[src/design/nvc_defines.svh]
`ifndef NVC_DEFINES_SVH
`define NVC_DEFINES_SVH
// ==========================================================================
// Register offsets (byte addresses on APB)
`define NVC_OFF_CONTROL 12'h000
`define NVC_OFF_KEY 12'h004
`define NVC_OFF_STATUS 12'h008
// ==========================================================================
// Control register field positions; the done bit sits in the status register
`define NVC_GO_BIT 15
`define NVC_PERMIT_BIT 14
`define NVC_ABORT_BIT 13
`define NVC_SKIP_BIT 12
`define NVC_ERASE_BIT 6
`define NVC_OP_MSB 5
`define NVC_OP_LSB 0
`define NVC_DONE_BIT 0
// ==========================================================================
// Reset values
`define NVC_CONTROL_RST 16'h0000
`define NVC_ADDR_RST 24'h000000
`define NVC_ADDR_UPPER_RST 8'h00
`define NVC_ADDR_LOWER_RST 16'h0000
`define NVC_DATA_RST 16'h0000
// ==========================================================================
// Unlock key values, written in this order
`define NVC_KEY_FIRST 8'h55
`define NVC_KEY_SECOND 8'hAA
// ==========================================================================
// Operation codes
`define NVC_OP_ERASE8 6'h1A
`define NVC_OP_ERASE4 6'h19
`define NVC_OP_ERASE1 6'h18
`define NVC_OP_BULK_TOP 4'h4
`define NVC_OP_WRITE_TOP 4'h2
// ==========================================================================
// Word counts handed to the array
`define NVC_WORDS_1 4'h1
`define NVC_WORDS_4 4'h4
`define NVC_WORDS_8 4'h8
`endif

[src/design/placeholder_unused.sv]
`timescale 1ns/100ps

[src/design/nvc_pkg.sv]
// ==========================================================================
// Types shared by the program/erase controller
package nvc_pkg;
  // Sequencer states
  typedef enum logic [1:0] {
    NVC_IDLE = 2'b00,
    NVC_ERASE = 2'b01,
    NVC_PROG = 2'b10
  } nvc_state_e;

  // Unlock key tracker states
  typedef enum logic [1:0] {
    NVC_KEY_NONE = 2'b00,
    NVC_KEY_HALF = 2'b01,
    NVC_KEY_ARMED = 2'b10
  } nvc_key_e;
endpackage : nvc_pkg

[src/design/nvc_ctrl.sv]
`timescale 1ns/100ps
`include "nvc_defines.svh"
// Functional notes
// Setting go bit launches cycle; clear ignored
// Hardware clears go bit when cycle ends
// Erase or write only with permit set
// Permit bit cleared at every completion
// Pin/watchdog reset mid-cycle sets abort flag
// Skip bit set: write programs directly
// Skip bit clear: write erases first
// Erase bit picks erase versus write
// Codes 011010/011001/011000 erase 8/4/1
// Code 0100xx erases whole array
// Write code 0010xx programs one word
// Low code bits set partial erase size
// Address is 8-bit upper, 16-bit lower
// Latches capture last table-write address
// Address latches not on register bus
// Lower latch bit zero forced to zero
// Upper latch top bit forced to zero
// Array is 16 bits, low word only
// Software must not read during cycle
// Software orders setup, key, then go
// Done flag set at end of cycle
// Software erases first when skipping
// Bulk erase ignores address latches
// Go needs key just before and permit
module nvc_ctrl
  import nvc_pkg::*;
(
  // Clock, reset, enable
  input wire logic pclk,
  input wire logic presetn,
  input wire logic ce,
  // APB slave
  input wire logic psel,
  input wire logic penable,
  input wire logic pwrite,
  input wire logic [11:0] paddr,
  input wire logic [31:0] pwdata,
  output logic [31:0] prdata,
  output logic pready,
  output logic pslverr,
  // Table-write capture from the CPU
  input wire logic tblwt_valid,
  input wire logic [23:0] tblwt_addr,
  input wire logic [15:0] tblwt_data,
  // Abort-causing reset events
  input wire logic ext_pin_reset,
  input wire logic watchdog_reset,
  // Array command port
  output logic mem_req,
  output logic mem_erase,
  output logic mem_bulk,
  output logic [3:0] mem_words,
  output logic [23:0] mem_addr,
  output logic [15:0] mem_wdata,
  input wire logic mem_ack,
  // Status
  output logic busy,
  output logic done_irq_flag
);

  // ========================================================================
  // Declarations
  logic go_r;
  logic program_permit_r;
  logic aborted_op_flag_r;
  logic skip_preerase_r;
  logic erase_sel_r;
  logic [5:0] op_code_field_r;
  logic [7:0] addr_upper_latch_r;
  logic [15:0] addr_lower_latch_r;
  logic [15:0] data_latch_r;
  logic done_r;
  nvc_state_e state_r;
  nvc_state_e state_nxt;
  nvc_key_e key_r;
  logic [31:0] prdata_r;
  logic pslverr_r;
  logic setup_ph;
  logic acc_wr;
  logic hit_ctrl;
  logic hit_key;
  logic hit_stat;
  logic mapped;
  logic [15:0] ctrl_view;
  logic code_part;
  logic code_bulk;
  logic code_write;
  logic code_ok;
  logic start;
  logic abort_ev;
  logic finish;
  logic [3:0] part_words;

  // ========================================================================
  // APB decode
  assign setup_ph = psel & ~penable;
  assign acc_wr = psel & penable & pwrite & ce;
  assign hit_ctrl = (paddr == `NVC_OFF_CONTROL);
  assign hit_key = (paddr == `NVC_OFF_KEY);
  assign hit_stat = (paddr == `NVC_OFF_STATUS);
  assign mapped = hit_ctrl | hit_key | hit_stat;

  // Read data is sampled in setup, so access completes in one cycle while ce is high; ce low holds pready low
  assign pready = psel & penable & ce;
  assign prdata = prdata_r;
  assign pslverr = pslverr_r & pready;

  // Control register as software sees it; unused bits read zero
  // The go bit reads one for the whole cycle, which polling relies on
  always_comb begin
    ctrl_view = 16'h0000;
    ctrl_view[`NVC_GO_BIT] = go_r;
    ctrl_view[`NVC_PERMIT_BIT] = program_permit_r;
    ctrl_view[`NVC_ABORT_BIT] = aborted_op_flag_r;
    ctrl_view[`NVC_SKIP_BIT] = skip_preerase_r;
    ctrl_view[`NVC_ERASE_BIT] = erase_sel_r;
    ctrl_view[`NVC_OP_MSB:`NVC_OP_LSB] = op_code_field_r;
  end

  // Read mux registered at setup; the key register reads back zero and the
  // address latches have no address at all
  always_ff @(posedge pclk or negedge presetn) begin
    if (!presetn) begin
      prdata_r <= 32'h00000000;
      pslverr_r <= 1'b0;
    end else if (ce && setup_ph) begin
      pslverr_r <= ~mapped;
      if (hit_ctrl) begin
        prdata_r <= {16'h0000, ctrl_view};
      end else if (hit_stat) begin
        prdata_r <= {31'h00000000, done_r};
      end else begin
        prdata_r <= 32'h00000000;
      end
    end
  end

  // ========================================================================
  // Operation code decode
  // Partial erase sizes come from the two low code bits
  always_comb begin
    part_words = `NVC_WORDS_1;
    unique case (op_code_field_r[1:0])
      2'b10: part_words = `NVC_WORDS_8;
      2'b01: part_words = `NVC_WORDS_4;
      default: part_words = `NVC_WORDS_1;
    endcase
  end

  assign code_part = (op_code_field_r == `NVC_OP_ERASE8) |
                     (op_code_field_r == `NVC_OP_ERASE4) |
                     (op_code_field_r == `NVC_OP_ERASE1);
  assign code_bulk = (op_code_field_r[5:2] == `NVC_OP_BULK_TOP);
  assign code_write = (op_code_field_r[5:2] == `NVC_OP_WRITE_TOP);
  // Erase bit chooses which code table applies
  assign code_ok = erase_sel_r ? (code_part | code_bulk) : code_write;

  // Go is honoured only straight after the key and with permit set;
  // an unknown code is dropped rather than guessing at a size
  assign start = acc_wr & hit_ctrl & pwdata[`NVC_GO_BIT] &
                 (key_r == NVC_KEY_ARMED) & program_permit_r &
                 (state_r == NVC_IDLE) & code_ok;

  assign abort_ev = (ext_pin_reset | watchdog_reset) &
                    (state_r != NVC_IDLE) & ce;
  assign finish = ce & mem_ack & ~abort_ev &
                  ((state_r == NVC_PROG) |
                   ((state_r == NVC_ERASE) & erase_sel_r));
  assign busy = (state_r != NVC_IDLE);

  // ========================================================================
  // Unlock key tracker: any other bus write breaks the sequence
  // Reads leave it alone, so polling between key writes is harmless
  always_ff @(posedge pclk or negedge presetn) begin
    if (!presetn) begin
      key_r <= NVC_KEY_NONE;
    end else if (acc_wr) begin
      if (hit_key && pwdata[7:0] == `NVC_KEY_FIRST) begin
        key_r <= NVC_KEY_HALF;
      end else if (hit_key && pwdata[7:0] == `NVC_KEY_SECOND &&
                   key_r == NVC_KEY_HALF) begin
        key_r <= NVC_KEY_ARMED;
      end else begin
        key_r <= NVC_KEY_NONE;
      end
    end
  end

  // ========================================================================
  // Configuration fields; frozen while a cycle runs so the array sees a
  // stable command. The go write that launches a cycle leaves them alone
  // too: the command was fixed before the key, and a go write with other
  // bits must not change the size half-way through the cycle
  always_ff @(posedge pclk or negedge presetn) begin
    if (!presetn) begin
      skip_preerase_r <= 1'b0;
      erase_sel_r <= 1'b0;
      op_code_field_r <= 6'h00;
    end else if (acc_wr && hit_ctrl && state_r == NVC_IDLE &&
                 !start) begin
      skip_preerase_r <= pwdata[`NVC_SKIP_BIT];
      erase_sel_r <= pwdata[`NVC_ERASE_BIT];
      op_code_field_r <= pwdata[`NVC_OP_MSB:`NVC_OP_LSB];
    end
  end

  // Go bit: software sets only, hardware clears at the end or on abort
  always_ff @(posedge pclk or negedge presetn) begin
    if (!presetn) begin
      go_r <= 1'b0;
    end else if (start) begin
      go_r <= 1'b1;
    end else if (finish || abort_ev) begin
      go_r <= 1'b0;
    end
  end

  // Permit bit: writable when idle, dropped by hardware after each cycle
  always_ff @(posedge pclk or negedge presetn) begin
    if (!presetn) begin
      program_permit_r <= 1'b0;
    end else if (finish || abort_ev) begin
      program_permit_r <= 1'b0;
    end else if (acc_wr && hit_ctrl && state_r == NVC_IDLE) begin
      program_permit_r <= pwdata[`NVC_PERMIT_BIT];
    end
  end

  // Abort flag: hardware set wins over a software write in the same cycle
  // Abort leaves done low, so software can tell a cut cycle from a clean one
  always_ff @(posedge pclk or negedge presetn) begin
    if (!presetn) begin
      aborted_op_flag_r <= 1'b0;
    end else if (abort_ev) begin
      aborted_op_flag_r <= 1'b1;
    end else if (finish) begin
      aborted_op_flag_r <= 1'b0;
    end else if (acc_wr && hit_ctrl) begin
      aborted_op_flag_r <= pwdata[`NVC_ABORT_BIT];
    end
  end

  // Done flag: write one to clear, a completion in the same cycle wins
  always_ff @(posedge pclk or negedge presetn) begin
    if (!presetn) begin
      done_r <= 1'b0;
    end else if (finish) begin
      done_r <= 1'b1;
    end else if (acc_wr && hit_stat && pwdata[`NVC_DONE_BIT]) begin
      done_r <= 1'b0;
    end
  end
  assign done_irq_flag = done_r;

  // ========================================================================
  // Table-write capture; latches held during a cycle so the target cannot
  // move under the array
  // The lowest bit is dropped, not refused: each location holds one word
  always_ff @(posedge pclk or negedge presetn) begin
    if (!presetn) begin
      addr_upper_latch_r <= `NVC_ADDR_UPPER_RST;
      addr_lower_latch_r <= `NVC_ADDR_LOWER_RST;
      data_latch_r <= `NVC_DATA_RST;
    end else if (ce && tblwt_valid && state_r == NVC_IDLE) begin
      addr_upper_latch_r <= {1'b0, tblwt_addr[22:16]};
      addr_lower_latch_r <= {tblwt_addr[15:1], 1'b0};
      data_latch_r <= tblwt_data;
    end
  end

  // ========================================================================
  // Sequencer. The array's ack is only seen while ce is high; an array
  // that acks during a frozen cycle must hold the ack until ce returns,
  // or the cycle waits for an ack that never comes
  always_comb begin
    state_nxt = state_r;
    unique case (state_r)
      NVC_IDLE: begin
        if (start) begin
          // A write without skip erases its word first
          if (erase_sel_r || !skip_preerase_r) begin
            state_nxt = NVC_ERASE;
          end else begin
            state_nxt = NVC_PROG;
          end
        end
      end
      NVC_ERASE: begin
        if (abort_ev) begin
          state_nxt = NVC_IDLE;
        end else if (mem_ack) begin
          state_nxt = erase_sel_r ? NVC_IDLE : NVC_PROG;
        end
      end
      NVC_PROG: begin
        if (abort_ev || mem_ack) begin
          state_nxt = NVC_IDLE;
        end
      end
      default: state_nxt = NVC_IDLE;
    endcase
  end

  always_ff @(posedge pclk or negedge presetn) begin
    if (!presetn) begin
      state_r <= NVC_IDLE;
    end else if (ce) begin
      state_r <= state_nxt;
    end
  end

  // ========================================================================
  // Array command outputs, registered from the next state so a command
  // appears in the same cycle as the state machine enters its phase
  always_ff @(posedge pclk or negedge presetn) begin
    if (!presetn) begin
      mem_req <= 1'b0;
      mem_erase <= 1'b0;
      mem_bulk <= 1'b0;
      mem_words <= 4'h0;
      mem_addr <= `NVC_ADDR_RST;
      mem_wdata <= `NVC_DATA_RST;
    end else if (ce) begin
      mem_req <= (state_nxt != NVC_IDLE);
      mem_erase <= (state_nxt == NVC_ERASE);
      // Bulk erase covers the array whatever the latches hold
      mem_bulk <= (state_nxt == NVC_ERASE) & erase_sel_r & code_bulk;
      if (state_nxt == NVC_ERASE && erase_sel_r && code_part) begin
        mem_words <= part_words;
      end else if (state_nxt != NVC_IDLE) begin
        mem_words <= `NVC_WORDS_1;
      end else begin
        mem_words <= 4'h0;
      end
      mem_addr <= {addr_upper_latch_r, addr_lower_latch_r};
      mem_wdata <= data_latch_r;
    end
  end

endmodule : nvc_ctrl

[config.mk]
export PLATFORM = sky130hd
export DESIGN_NAME = nvc_ctrl
export DESIGN_NICKNAME = d
export VERILOG_FILES = /design/src/design/placeholder_unused.sv /design/src/design/nvc_pkg.sv /design/src/design/nvc_ctrl.sv
export VERILOG_INCLUDE_DIRS = /design/src /design/src/design
export SDC_FILE = /design/constraint.sdc
export NUM_CORES = 1
export LEC_CHECK = 0
export BUFFER_PORTS_ARGS = -buffer_cell sky130_fd_sc_hd__buf_2
export CORE_ASPECT_RATIO = 1.25
export CORE_MARGIN = 2
export CORE_UTILIZATION = 35
export CTS_BUF_LIST = sky130_fd_sc_hd__clkbuf_2 sky130_fd_sc_hd__clkbuf_4 sky130_fd_sc_hd__clkbuf_8
export CTS_CLUSTER_DIAMETER = 100
export CTS_CLUSTER_SIZE = 30
export DETAILED_ROUTE_END_ITERATION = 7
export GPL_TIMING_DRIVEN = 0
export PLACE_DENSITY = 0.7
export SETUP_SLACK_MARGIN = 0.2
export SYNTH_ARGS = -nofsm -noshare
export SYNTH_HDL_FRONTEND = slang
export SYNTH_SLANG_ARGS = --single-unit
[constraint.sdc]
create_clock -name pclk -period 2.3 [get_ports pclk]
set_clock_uncertainty 0.05 [all_clocks]
set_input_delay 0.46 -clock pclk [delete_from_list [all_inputs] [get_ports pclk]]
set_output_delay 0.46 -clock pclk [all_outputs]
set_load 0.02 [all_outputs]
### Word-level counts from Yosys, hierarchy flattened

Index checks and enable logic that the tools add are counted.

* flip-flop bits (word level): 132
* input bits: 94
* output and inout port bits: 83

* equality and inequality tests: 16
* mux-type cells: 24
* bitwise logic cells: 30
* reduce and logical (&&, ||, !) cells: 26

Operators with widths (number)
* 1-bit AND: 20
* 6-bit by 5-bit equality test with 1-bit output, second input constant: 3
* 16-bit 2-to-1 mux: 1
* 2-bit 2-to-1 mux: 8
* 1-bit logical AND: 13
* 12-bit by 3-bit equality test with 1-bit output, second input constant: 1
* 12-bit by 4-bit equality test with 1-bit output, second input constant: 1
* 12-bit logical NOT: 1
* 1-bit 2-to-1 mux: 12
* 2-bit nonzero test: 5
* 2-bit by 1-bit equality test with 1-bit output, second input constant: 4
* 8-bit by 7-bit equality test with 1-bit output, second input constant: 1
* 8-bit equality test, second input constant: 1
* 4-bit case mux with 2 select lines: 1
* 1-bit bitwise OR: 7
* 2-bit equality test, second input constant: 3
* 2-bit case mux with 3 select lines: 1
* 4-bit by 2-bit equality test with 1-bit output, second input constant: 1
* 4-bit by 3-bit equality test with 1-bit output, second input constant: 1
* 4-bit 2-to-1 mux: 1
* 1-bit logical OR: 3
* 1-bit inverter: 3
* 3-bit nonzero test: 1
* 1-bit logical NOT: 2
* 2-bit logical NOT: 1

### Depth between registers and ports, before layout

Gate-level depths: netlist of the first run.

* word-level depth: 15
* depth in mapped cells: 7
* mapped depth without buffers: 7

### Worst setup path after synthesis of the first run

Ideal clock, no wire load.

* path type: input to output
* from: input ce
* to: output pslverr
* arrival: 1.487 ns
* data required time: 1.790 ns
* slack: 0.303 ns
* cell stages on the path: 4
* path buffers: 2
* cells stage by stage: buf_2 -> buf_1 -> and3_1 -> and2_1

* word-level cells in the longest chain between the ends: 2

RTL lines
* start: declaration: RTL line nvc_ctrl.sv:34 `input wire logic ce,`
* 1-bit AND: RTL line nvc_ctrl.sv:107 `assign pready = psel & penable & ce;`
* net pready: RTL line nvc_ctrl.sv:42 `output logic pready,`
* 1-bit AND: RTL line nvc_ctrl.sv:109 `assign pslverr = pslverr_r & pready;`
* end: declaration: RTL line nvc_ctrl.sv:43 `output logic pslverr,`

The timed path passes the listed nets, and every way through them passes these cells.

### Final worst setup path of the first run

* from: register state_r[0]
* to: register op_code_field_r[5]

* word-level cells in the longest chain between the ends: 5
* elaborated cells between the ends (all ways): 6
* classes of those cells: bitwise: 2; reduce/logical: 4

RTL lines
* start: declaration: RTL line nvc_ctrl.sv:76 `nvc_state_e state_r;`
* start signal: assignment: RTL line nvc_ctrl.sv:311 `state_r <= state_nxt;`
* 2-bit logical NOT (*): RTL line nvc_ctrl.sv:165, nvc_ctrl.sv:202
* 1-bit AND (2 in series): RTL line nvc_ctrl.sv:163 `` assign start = acc_wr & hit_ctrl & pwdata[`NVC_GO_BIT] & ``
* 1-bit logical NOT: RTL line nvc_ctrl.sv:203 `!start) begin`
* 1-bit logical AND (*): RTL line nvc_ctrl.sv:202 `end else if (acc_wr && hit_ctrl && state_r == NVC_IDLE &&`
* end signal: assignment: RTL line nvc_ctrl.sv:206 `` op_code_field_r <= pwdata[`NVC_OP_MSB:`NVC_OP_LSB]; ``
* end: declaration: RTL line nvc_ctrl.sv:71 `logic [5:0] op_code_field_r;`

Every way passes the cells marked *; elsewhere a longest branch is shown, timed or not.
A chain may end at the register's enable or synchronous reset.

==> results of run 1 <==
-- cell families (layout without fill, tap and decap cells) --
group | Yosys count | after routing | synth area share, %
buffers and inverters | 44 | 194 | 5.714
AOI/OAI and AO/OA | 39 | 39 | 6.693
muxes | 88 | 88 | 20.90
and+or+nand+nor | 57 | 57 | 7.355
DFF | 110 | 110 | 58.20
adders and majority gates | 4 | 4 | 1.058
other | 1 | 24 | 0.07929
-- registers in the layout, summed over array words and instances, names as in the netlist, 2 cells and up --
name,cells
mem_addr,22
state_r,2
prdata,11
op_code_field_r,6
mem_words,3
mem_wdata,16
addr_upper_latch_r,7
key_r,2
data_latch_r,16
addr_lower_latch_r,15
-- routing by layer --
metal	vias to the layer above	track usage, %	wire length, um
met1	1637	15.57	3889
met2	114	25.86	5434
met3	8	4.227	694
met4	0	4.274	123
li1	1499	-	-
met5	-	0	0
-- report_power, final --
group	switching (W)	total, W	internal [W]	leakage, nW
Clock	0.000651	0.00127	0.000620	0.114
Sequential	0.000118	0.00230	0.00218	1.36
Combinational	0.000450	0.000831	0.000381	1.42
Total	0.00122	0.00440	0.00318	2.90
-- cell usage after synthesis (2+ instances only) --
master | n | share of area [%]
nor4_1 | 2 | 0.26
nand3_1 | 4 | 0.42
o31ai_1 | 3 | 0.48
or3_1 | 2 | 0.26
nor4bb_1 | 4 | 0.85
buf_4 | 24 | 3.8
a21oi_1 | 8 | 0.85
buf_2 | 6 | 0.63
ha_1 | 4 | 1.1
nor4_2 | 2 | 0.53
dfrtp_1 | 110 | 58
o21ai_0 | 2 | 0.21
nor2_1 | 10 | 0.79
nand4b_1 | 2 | 0.37
mux2_2 | 86 | 20
nand2b_1 | 2 | 0.26
buf_1 | 5 | 0.40
o21a_1 | 2 | 0.32
o41ai_1 | 2 | 0.37
nand3b_1 | 2 | 0.32
clkbuf_1 | 3 | 0.24
nand2_1 | 14 | 1.1
mux2i_1 | 2 | 0.42
a22o_1 | 13 | 2.4
inv_1 | 5 | 0.40
-- worst paths after layout --
kind	endpoint	slack (ns)	depth (start not counted)
setup / recovery	op_code_field_r[5]$_DFFE_PN0P_	0.23	7
hold / removal	mem_wdata[13]$_DFFE_PN0P_	0.06	1
setup reg to reg	op_code_field_r[5]$_DFFE_PN0P_	0.23	7
hold reg to reg	prdata[0]$_DFFE_PN0P_	0.44	2
max in group asynchronous	addr_upper_latch_r[5]$_DFFE_PN0P_	1.43	2
min in group pclk	data_latch_r[13]$_DFFE_PN0P_	0.27	2
-- area by class of cell --
class                      instances  area, um2
fill                            1225       7243
sequential                       110       2753
multi-input combinational        212       1799
timing repair buffer             134      723.2
buffer                            39      260.3
tap                              171      214.0
clock buffer                       9      123.9
clock inverter                     7      96.34
inverter                           5      18.77
-- timing repair --
item	in CTS	in global routing
resized for setup	1	4
endpoints found under the setup margin	15	34
hold endpoints to repair	0	0
pin swaps	1	2
buffers inserted	2	4
-- worst register-to-register path, stage by stage, from the launching register on --
cell and delay, ns:
dfrtp_1 0.43, or2_1 0.25, buf_6 0.14, nor4_2 0.25, nand2b_2 0.19, a21oi_4 0.19
buf_12 0.14, mux2_2 0.33
-- through the flow --
stage	setup WS (ns)	TNS, ns	util [%]
floorplan	0.3034	0	-
global placement	-0.4826	-52.58	42.82
detailed placement	-0.08812	-1.012	43.04
CTS	0.1925	0	44.93
global route	0.1726	0	45.26
finish	0.2282	0	45.26
==> reports/qor.yml, run 1 <==
hold_viol_final: 0
finalCriticalPeriod_ns: 2.072
hp-class: "input port to async pin"
overflow: 0
n_antenna_cell: 0
cts_sinks: 110
die_area_um2: 14460
clk_latency_ns: 0.36
grt_pass1_wl_um: 15920
slew_headroom_pct: 32.75
cp_data_required_time_ns: 2.50
drtPass1Iterations: 4
hold_ws_ns: 0.05923
synth-edff-count: 0
slew_violations: 0
power_leakage_nw: 2.897
drc_errors: 0
path_max_fanout: 7
power_w: 0.004401
antenna_found_initial: 0
crit_buf_inv: 2
slowest_stage: "dfrtp_1"
async_flop_share_pct: 100.0
power_density_nw_per_um2: 735.0
cap_violations: 0
h-tree-depth: 3
synth_cell_types: 49
die_y_um: 134.0
cts.clk_slew.worst_paths_ns: 0.10
wl_per_cell_um: 14.76
dpl.hpwl_um: 7819
worstPathCellList: "or2_1 -> buf_6 -> nor4_2 -> nand2b_2 -> a21oi_4 -> buf_12 -> mux2_2"
cts_hold_buffers: 0
ys_seq_area_share_pct: 58.20
worstSetupStartpointType: "register"
core-area_um2: 13230
wl_um: 10140
numCtsBuffers: 9
grt_max_degree: 62
ctsLongestPathBuffers: 2
dpl_cell_area_um2: 5695
gr-usage-all-layers_pct: 14.12
crit_start: "state_r[0]$_DFFE_PN0P_"
pin_count: 177
synth_flop_cell: "dfrtp_1"
finalCritPeriodShare_pct: 90.08
viasPerCell: 4.742
setup_viol: 0
max_freq_mhz: 482.7
ir_worst_vdd_mv: 0.4537
synthCells: 343
initial_utilization_pct: 35.74
design_area_um2: 5988
syn_area_um2: 4730
cts_tree: "yes"
fin_nets: 609
std_cell_rows: 47
cpPeakStageDelay_ns: 0.43
crit_type: "register to register"
status: "finished clean"
synth_area_per_cell_um2: 13.79
final_common_cell: "buf_2"
cp_top_family: "simple AND/OR/NAND/NOR gates"
layout-drive-gt1-share_pct: 53.68
syn_to_final_growth_pct: 26.61
root_buffer: "clkbuf_8"
ys_warn_count: 0
die-width_um: 108.0
endpoint_kind: "register"
ys_seq_elements: 110
layout_common_cells: "130 x buf_2, 110 x dfrtp_1, 86 x mux2_2"
gp_congestion: 0.7672
reg2reg_from: "state_r[0]$_DFFE_PN0P_"
worst_pin_slew_ns: 1.000
via_count: 3258
layoutNonFillerInstCount: 687
drt-initial-drc-count: 62
postRouteAntennaNets: 0
io_buffers: 127
crit_arrival_ns: 2.27
grt_pass1_vias: 3351
rsz0062_at_grt: "true"
dp.cells: 665
Power figures use the tool's default switching activity.
==> inputs of run 2 (changes only) <==
--- a/config.mk
+++ b/config.mk
@@ -10,12 +10,12 @@
 export CORE_ASPECT_RATIO = 1.25
 export CORE_MARGIN = 2
 export CORE_UTILIZATION = 35
-export CTS_BUF_LIST = sky130_fd_sc_hd__clkbuf_2 sky130_fd_sc_hd__clkbuf_4 sky130_fd_sc_hd__clkbuf_8
+export CTS_BUF_LIST = sky130_fd_sc_hd__clkbuf_8
 export CTS_CLUSTER_DIAMETER = 100
 export CTS_CLUSTER_SIZE = 30
 export DETAILED_ROUTE_END_ITERATION = 7
 export GPL_TIMING_DRIVEN = 0
-export PLACE_DENSITY = 0.7
+export PLACE_DENSITY = 0.72
 export SETUP_SLACK_MARGIN = 0.2
 export SYNTH_ARGS = -nofsm -noshare
 export SYNTH_HDL_FRONTEND = slang
==> constraint.sdc (replaced) <==
create_clock -name pclk -period 1.89 [get_ports pclk]
set_clock_uncertainty 0.05 [all_clocks]
set_input_delay 0.378 -clock pclk [delete_from_list [all_inputs] [get_ports pclk]]
set_output_delay 0.378 -clock pclk [all_outputs]
set_load 0.02 [all_outputs]
==> reports/qor.yml, run 2 (same netlist as run 1, synthesis figures left out) <==
io_buffers: 127
pin_count: 177
worstPathCellList: "buf_6 -> ha_4 -> nor4b_4 -> o2bb2ai_2 -> a21oi_4 -> buf_12 -> mux2_4"
fill_cells: 1167
regMostFlops: "mem_addr"
drt-initial-drc-count: 64
use_met1_pct: 17.57
hp-class: "input port to async pin"
dp.cells: 665
overflow: 0
cts_sinks: 110
max_freq_mhz: 522.1
drtPass1Iterations: 4
wl_per_cell_um: 15.86
layout_common_cells: "125 x buf_2, 108 x dfrtp_1, 47 x mux2_4"
fin_util_pct: 49.69
crit_arrival_ns: 2.12
dpl.hpwl_um: 7663
slew_headroom_pct: 50.72
rsz0062_at_grt: "true"
worst_pin_slew_ns: 0.7393
endpoint_kind: "register"
n_antenna_cell: 0
cap_violations: 0
cp_top_family: "flip-flops"
crit_buf_inv: 2
clk_latency_ns: 0.36
numCtsBuffers: 9
slew_violations: 0
gp_congestion: 0.7764
die_area_um2: 14460
preCtsSetupSlack_ns: -0.3686
hold_viol_final: 0
core-area_um2: 13230
antenna_found_initial: 0
finalCritPeriodShare_pct: 101.3
multi_input_area_um2: 2107
p_sw_share_pct: 29.49
top_regs: "mem_addr x22, data_latch_r x16, mem_wdata x16"
worstSetupStartpointType: "register"
viasPerCell: 4.773
setup_viol: 8
ir_worst_vdd_mv: 0.5613
layoutNonFillerInstCount: 704
slowest_stage: "dfrtp_2"
cpPeakStageDelay_ns: 0.47
grt-busiest-layer: "met2"
h-tree-depth: 3
cts_tree: "yes"
grt_util_met2_pct: 25.47
finalCriticalPeriod_ns: 1.915
layout-drive-gt1-share_pct: 58.16
final_common_cell: "buf_2"
grt_max_degree: 57
design_area_um2: 6575
p_int_w: 0.003767
grt_util_met3_pct: 5.151
cts_hold_buffers: 0
initial_utilization_pct: 35.74
pwr-share-clk_pct: 25.8
drc_errors: 0
postRouteAntennaNets: 0
dpl_cell_area_um2: 5727
grt_pass1_vias: 3583
cts.clk_slew.worst_paths_ns: 0.11
std_cell_rows: 47
seqPwrFrac_pct: 52.5
worst_slack_ns: -0.02531
status: "finished with violations"
ctsLongestPathBuffers: 2
via_count: 3360
p_comb_share_pct: 21.6
path_max_fanout: 6
largest_register_ffs: 22
syn_to_final_growth_pct: 39.02
power_density_nw_per_um2: 812.5
fin_nets: 626
crit_type: "register to register"
switchingPower_w: 0.001576
root_buffer: "clkbuf_8"
failed_checks: "negative setup slack"
die-width_um: 108.0
power_leakage_nw: 3.181
cp_data_required_time_ns: 2.10
final-seq-area_um2: 2755
gr-usage-all-layers_pct: 15.03
grt_pass1_wl_um: 17170
die_y_um: 134.0
wl_um: 11170
==> run 2: cell types whose count changed in the layout (fill, tap and decap cells not counted), moves of 3 or more <==
cell        change
mux2_2         -47
mux2_4         +47
buf_6          +10
buf_2           -5
buf_8           +4
buf_12          +3
buf_4           +3
clkinvlp_4      +3
ha_1            -3
ha_4            +3
==> run 2: final timing paths <==
kind,endpoint,cells after the start,start,slack [ns]
max in group asynchronous,data_latch_r[8]$_DFFE_PN0P_,2,presetn,1.04
hold reg to reg,prdata[0]$_DFFE_PN0P_,2,prdata[0]$_DFFE_PN0P_,0.43
setup reg to reg,op_code_field_r[4]$_DFFE_PN0P_,7,op_code_field_r[0]$_DFFE_PN0P_,-0.03
hold / removal,addr_lower_latch_r[4]$_DFFE_PN0P_,1,presetn,0.02
min in group pclk,addr_upper_latch_r[4]$_DFFE_PN0P_,2,tblwt_addr[20],0.18
setup / recovery,op_code_field_r[4]$_DFFE_PN0P_,7,op_code_field_r[0]$_DFFE_PN0P_,-0.03
==> run 2: power by group through the flow <==
| stage | Combinational (W) | Clock (W) | Sequential, W |
|---|---|---|---|
| detailed placement | 0.00103 | 0 | 0.00285 |
| global route | 0.00124 | 0.00154 | 0.00285 |
| CTS | 0.00106 | 0.00142 | 0.00280 |
| floorplan | 0.000432 | 0 | 0.00304 |
| finish | 0.00116 | 0.00138 | 0.00281 |
| global placement | 0.000999 | 0 | 0.00283 |
==> run 2: worst register-to-register path, stage by stage (launching register included) <==
cell and delay (ns):
dfrtp_2 0.47, buf_6 0.14, ha_4 0.16, nor4b_4 0.22, o2bb2ai_2 0.11, a21oi_4 0.21, buf_12 0.15, mux2_4 0.30
==> run 2: area by class of cell <==
| class | instances | share of cell area, % |
|---|---|---|
| sequential | 110 | 41.90 |
| multi-input combinational | 212 | 32.05 |
| timing repair buffer | 151 | 14.86 |
| buffer | 39 | 4.700 |
| tap | 171 | 3.254 |
| clock buffer | 10 | 2.093 |
| clock inverter | 6 | 0.8183 |
| inverter | 5 | 0.3235 |
==> run 2: routing by layer <==
layer  vias to the layer above  share of wire [%]
met4                         0                1.9
met2                       133                 49
li1                       1551                  -
met3                        18                7.9
met5                         -                  0
met1                      1658                 41
==> run 2: repair_timing <==
action                     4_1_cts  5_1_grt
cloned                           2        1
setup endpoints to repair       59       66
resized for setup               37       61
setup buffers                   17        3
hold endpoints to repair         0        0
pin swaps                       14       10
==> run 2: metrics by stage <==
| stage | hold slack [ns] | total power [W] | setup TNS (ns) |
|---|---|---|---|
| after floorplan | 0.03241 | 0.003468 | 0 |
| after global placement | 0.4057 | 0.003826 | -91.88 |
| after detailed placement | 0.4073 | 0.003879 | -8.220 |
| after CTS | 0.02081 | 0.005291 | 0 |
| after global routing | 0.05506 | 0.005631 | -1.438 |
| final | 0.01900 | 0.005342 | -0.1204 |
==> inputs of run 3 (changes only) <==
--- a/config.mk
+++ b/config.mk
@@ -16,7 +16,9 @@
 export DETAILED_ROUTE_END_ITERATION = 7
 export GPL_TIMING_DRIVEN = 0
 export PLACE_DENSITY = 0.72
+export REMOVE_ABC_BUFFERS = 1
 export SETUP_SLACK_MARGIN = 0.2
+export SLEW_MARGIN = 40
 export SYNTH_ARGS = -nofsm -noshare
 export SYNTH_HDL_FRONTEND = slang
 export SYNTH_SLANG_ARGS = --single-unit
==> reports/qor.yml, run 3 (same netlist as run 1, synthesis figures left out) <==
wl_um: 11050
grt_max_degree: 57
pwr-share-clk_pct: 25.5
cts_sinks: 110
p_sw_share_pct: 29.72
dp.cells: 631
cp_top_family: "flip-flops"
slew_violations: 0
worstSetupStartpointType: "register"
crit_buf_inv: 2
die_y_um: 134.0
core-area_um2: 13230
root_buffer: "clkbuf_8"
worst_slack_ns: -0.0008704
fill_cells: 1184
drt-initial-drc-count: 149
max_freq_mhz: 528.9
worst_pin_slew_ns: 0.6679
via_count: 3309
ctsLongestPathBuffers: 2
overflow: 0
top_regs: "mem_addr x22, data_latch_r x16, mem_wdata x16"
antenna_found_initial: 0
power_w: 0.005261
failed_checks: "negative setup slack"
multi_input_area_um2: 2092
cts_tree: "yes"
fin_nets: 596
pin_count: 177
slew_headroom_pct: 55.34
finalCriticalPeriod_ns: 1.891
path_max_fanout: 8
power_density_nw_per_um2: 830.6
gr-usage-all-layers_pct: 14.49
status: "finished with violations"
cpPeakStageDelay_ns: 0.44
crit_type: "register to register"
h-tree-depth: 3
cap_violations: 0
timing.rr.end: "op_code_field_r[4]$_DFFE_PN0P_"
postRouteAntennaNets: 0
gp_congestion: 0.8297
viasPerCell: 4.917
seqPwrFrac_pct: 53.3
die_area_um2: 14460
worstHoldPathCells: 2
hp-class: "input port to register"
n_antenna_cell: 0
clk_latency_ns: 0.36
p_int_w: 0.003697
cp_data_required_time_ns: 2.09
final_common_cell: "buf_2"
p_comb_share_pct: 21.2
io_buffers: 130
layout-drive-gt1-share_pct: 56.37
layout_common_cells: "127 x buf_2, 108 x dfrtp_1, 48 x mux2_4"
cts.clk_slew.worst_paths_ns: 0.11
worstHoldStart: "tblwt_addr[19]"
initial_utilization_pct: 35.74
slowest_stage: "dfrtp_2"
crit_arrival_ns: 2.09
regMostFlops: "mem_addr"
syn_to_final_growth_pct: 33.92
grt_pass1_vias: 3422
endpoint_kind: "register"
largest_register_ffs: 22
finalCritPeriodShare_pct: 100.0
switchingPower_w: 0.001564
power_leakage_nw: 3.039
r2r_cells: 7
reg2reg_from: "op_code_field_r[0]$_DFFE_PN0P_"
worstPathCellList: "inv_2 -> ha_4 -> nor4b_4 -> o2bb2ai_4 -> a21oi_4 -> buf_12 -> mux2_4"
drc_errors: 0
final-seq-area_um2: 2755
wl_per_cell_um: 16.42
hold_end: "addr_upper_latch_r[3]$_DFFE_PN0P_"
numCtsBuffers: 9
setup_viol: 1
die-width_um: 108.0
drtPass1Iterations: 5
hold_viol_final: 0
rsz0062_at_grt: "true"
layoutNonFillerInstCount: 673
r2r_slack_ns: -0.0009
grt_pass1_wl_um: 16610
std_cell_rows: 47
dpl.hpwl_um: 7202
ir_worst_vdd_mv: 0.4453
-- run 3: cell types whose count changed in the layout (fill, tap and decap cells not counted), sizes merged --
cell and change:
clkbuf -4, inv +1, clkinvlp -1, dlygate4sd3 +1
buf -28
-- run 3: repair_timing --
action | in CTS | in global routing
setup buffers | 13 | 9
endpoints found under the setup margin | 71 | 48
pin swaps | 13 | 12
hold buffers | 1 | 0
gates cloned | 0 | 4
hold endpoints to repair | 55 | 0
resized for setup | 24 | 62
-- run 3: power by group through the flow --
stage               combinational [W]  sequential [W]  clock, W
finish                        0.00112         0.00281   0.00134
detailed placement           0.000989         0.00285         0
CTS                           0.00100         0.00280   0.00140
global route                  0.00120         0.00285   0.00148
global placement             0.000949         0.00283         0
floorplan                    0.000364         0.00304         0
-- run 3: worst max path at each step --
stage / start / end / slack [ns] / cells after the start
global route: op_code_field_r[0]$_DFFE_PN0P_ / op_code_field_r[4]$_DFFE_PN0P_ / -0.07 / 7
CTS: op_code_field_r[0]$_DFFE_PN0P_ / op_code_field_r[0]$_DFFE_PN0P_ / 0.02 / 6
floorplan: state_r[0]$_DFFE_PN0P_ / addr_lower_latch_r[10]$_DFFE_PN0P_ / -1.15 / 3
detailed placement: ce / prdata[14]$_DFFE_PN0P_ / -0.88 / 4
finish: op_code_field_r[0]$_DFFE_PN0P_ / op_code_field_r[4]$_DFFE_PN0P_ / -0.0009 / 7
global placement: ce / addr_upper_latch_r[0]$_DFFE_PN0P_ / -2.80 / 4
-- run 3: cell type report --
type | count | area share (%)
sequential | 110 | 43.50
inverter | 5 | 0.2963
multi-input combinational | 212 | 33.03
clock buffer | 9 | 1.956
clock inverter | 6 | 0.8692
tap | 171 | 3.378
timing repair buffer | 160 | 16.97
-- run 3: metrics by stage --
stage / hold WS (ns) / util (%) / cell area [um2] / setup WS (ns) / setup TNS, ns
floorplan: 0.03241 / - / 4564 / -1.147 / -44.09
CTS: 0.1512 / 44.67 / 5911 / 0.02326 / 0
global route: 0.1469 / 47.87 / 6334 / -0.06579 / -0.7330
finish: 0.1837 / 47.87 / 6334 / -0.0008704 / -0.0008704
global placement: 0.4047 / 41.03 / 5429 / -2.796 / -226.63
detailed placement: 0.2736 / 41.62 / 5507 / -0.8809 / -35.12
-- run 3: layer usage --
metal	up-vias	wire (um)	global-route usage, %
li1	1484	-	-
met1	1660	4302	16.10
met2	142	5730	25.19
met3	23	725	4.422
met4	0	297	6.695
met5	-	0	0
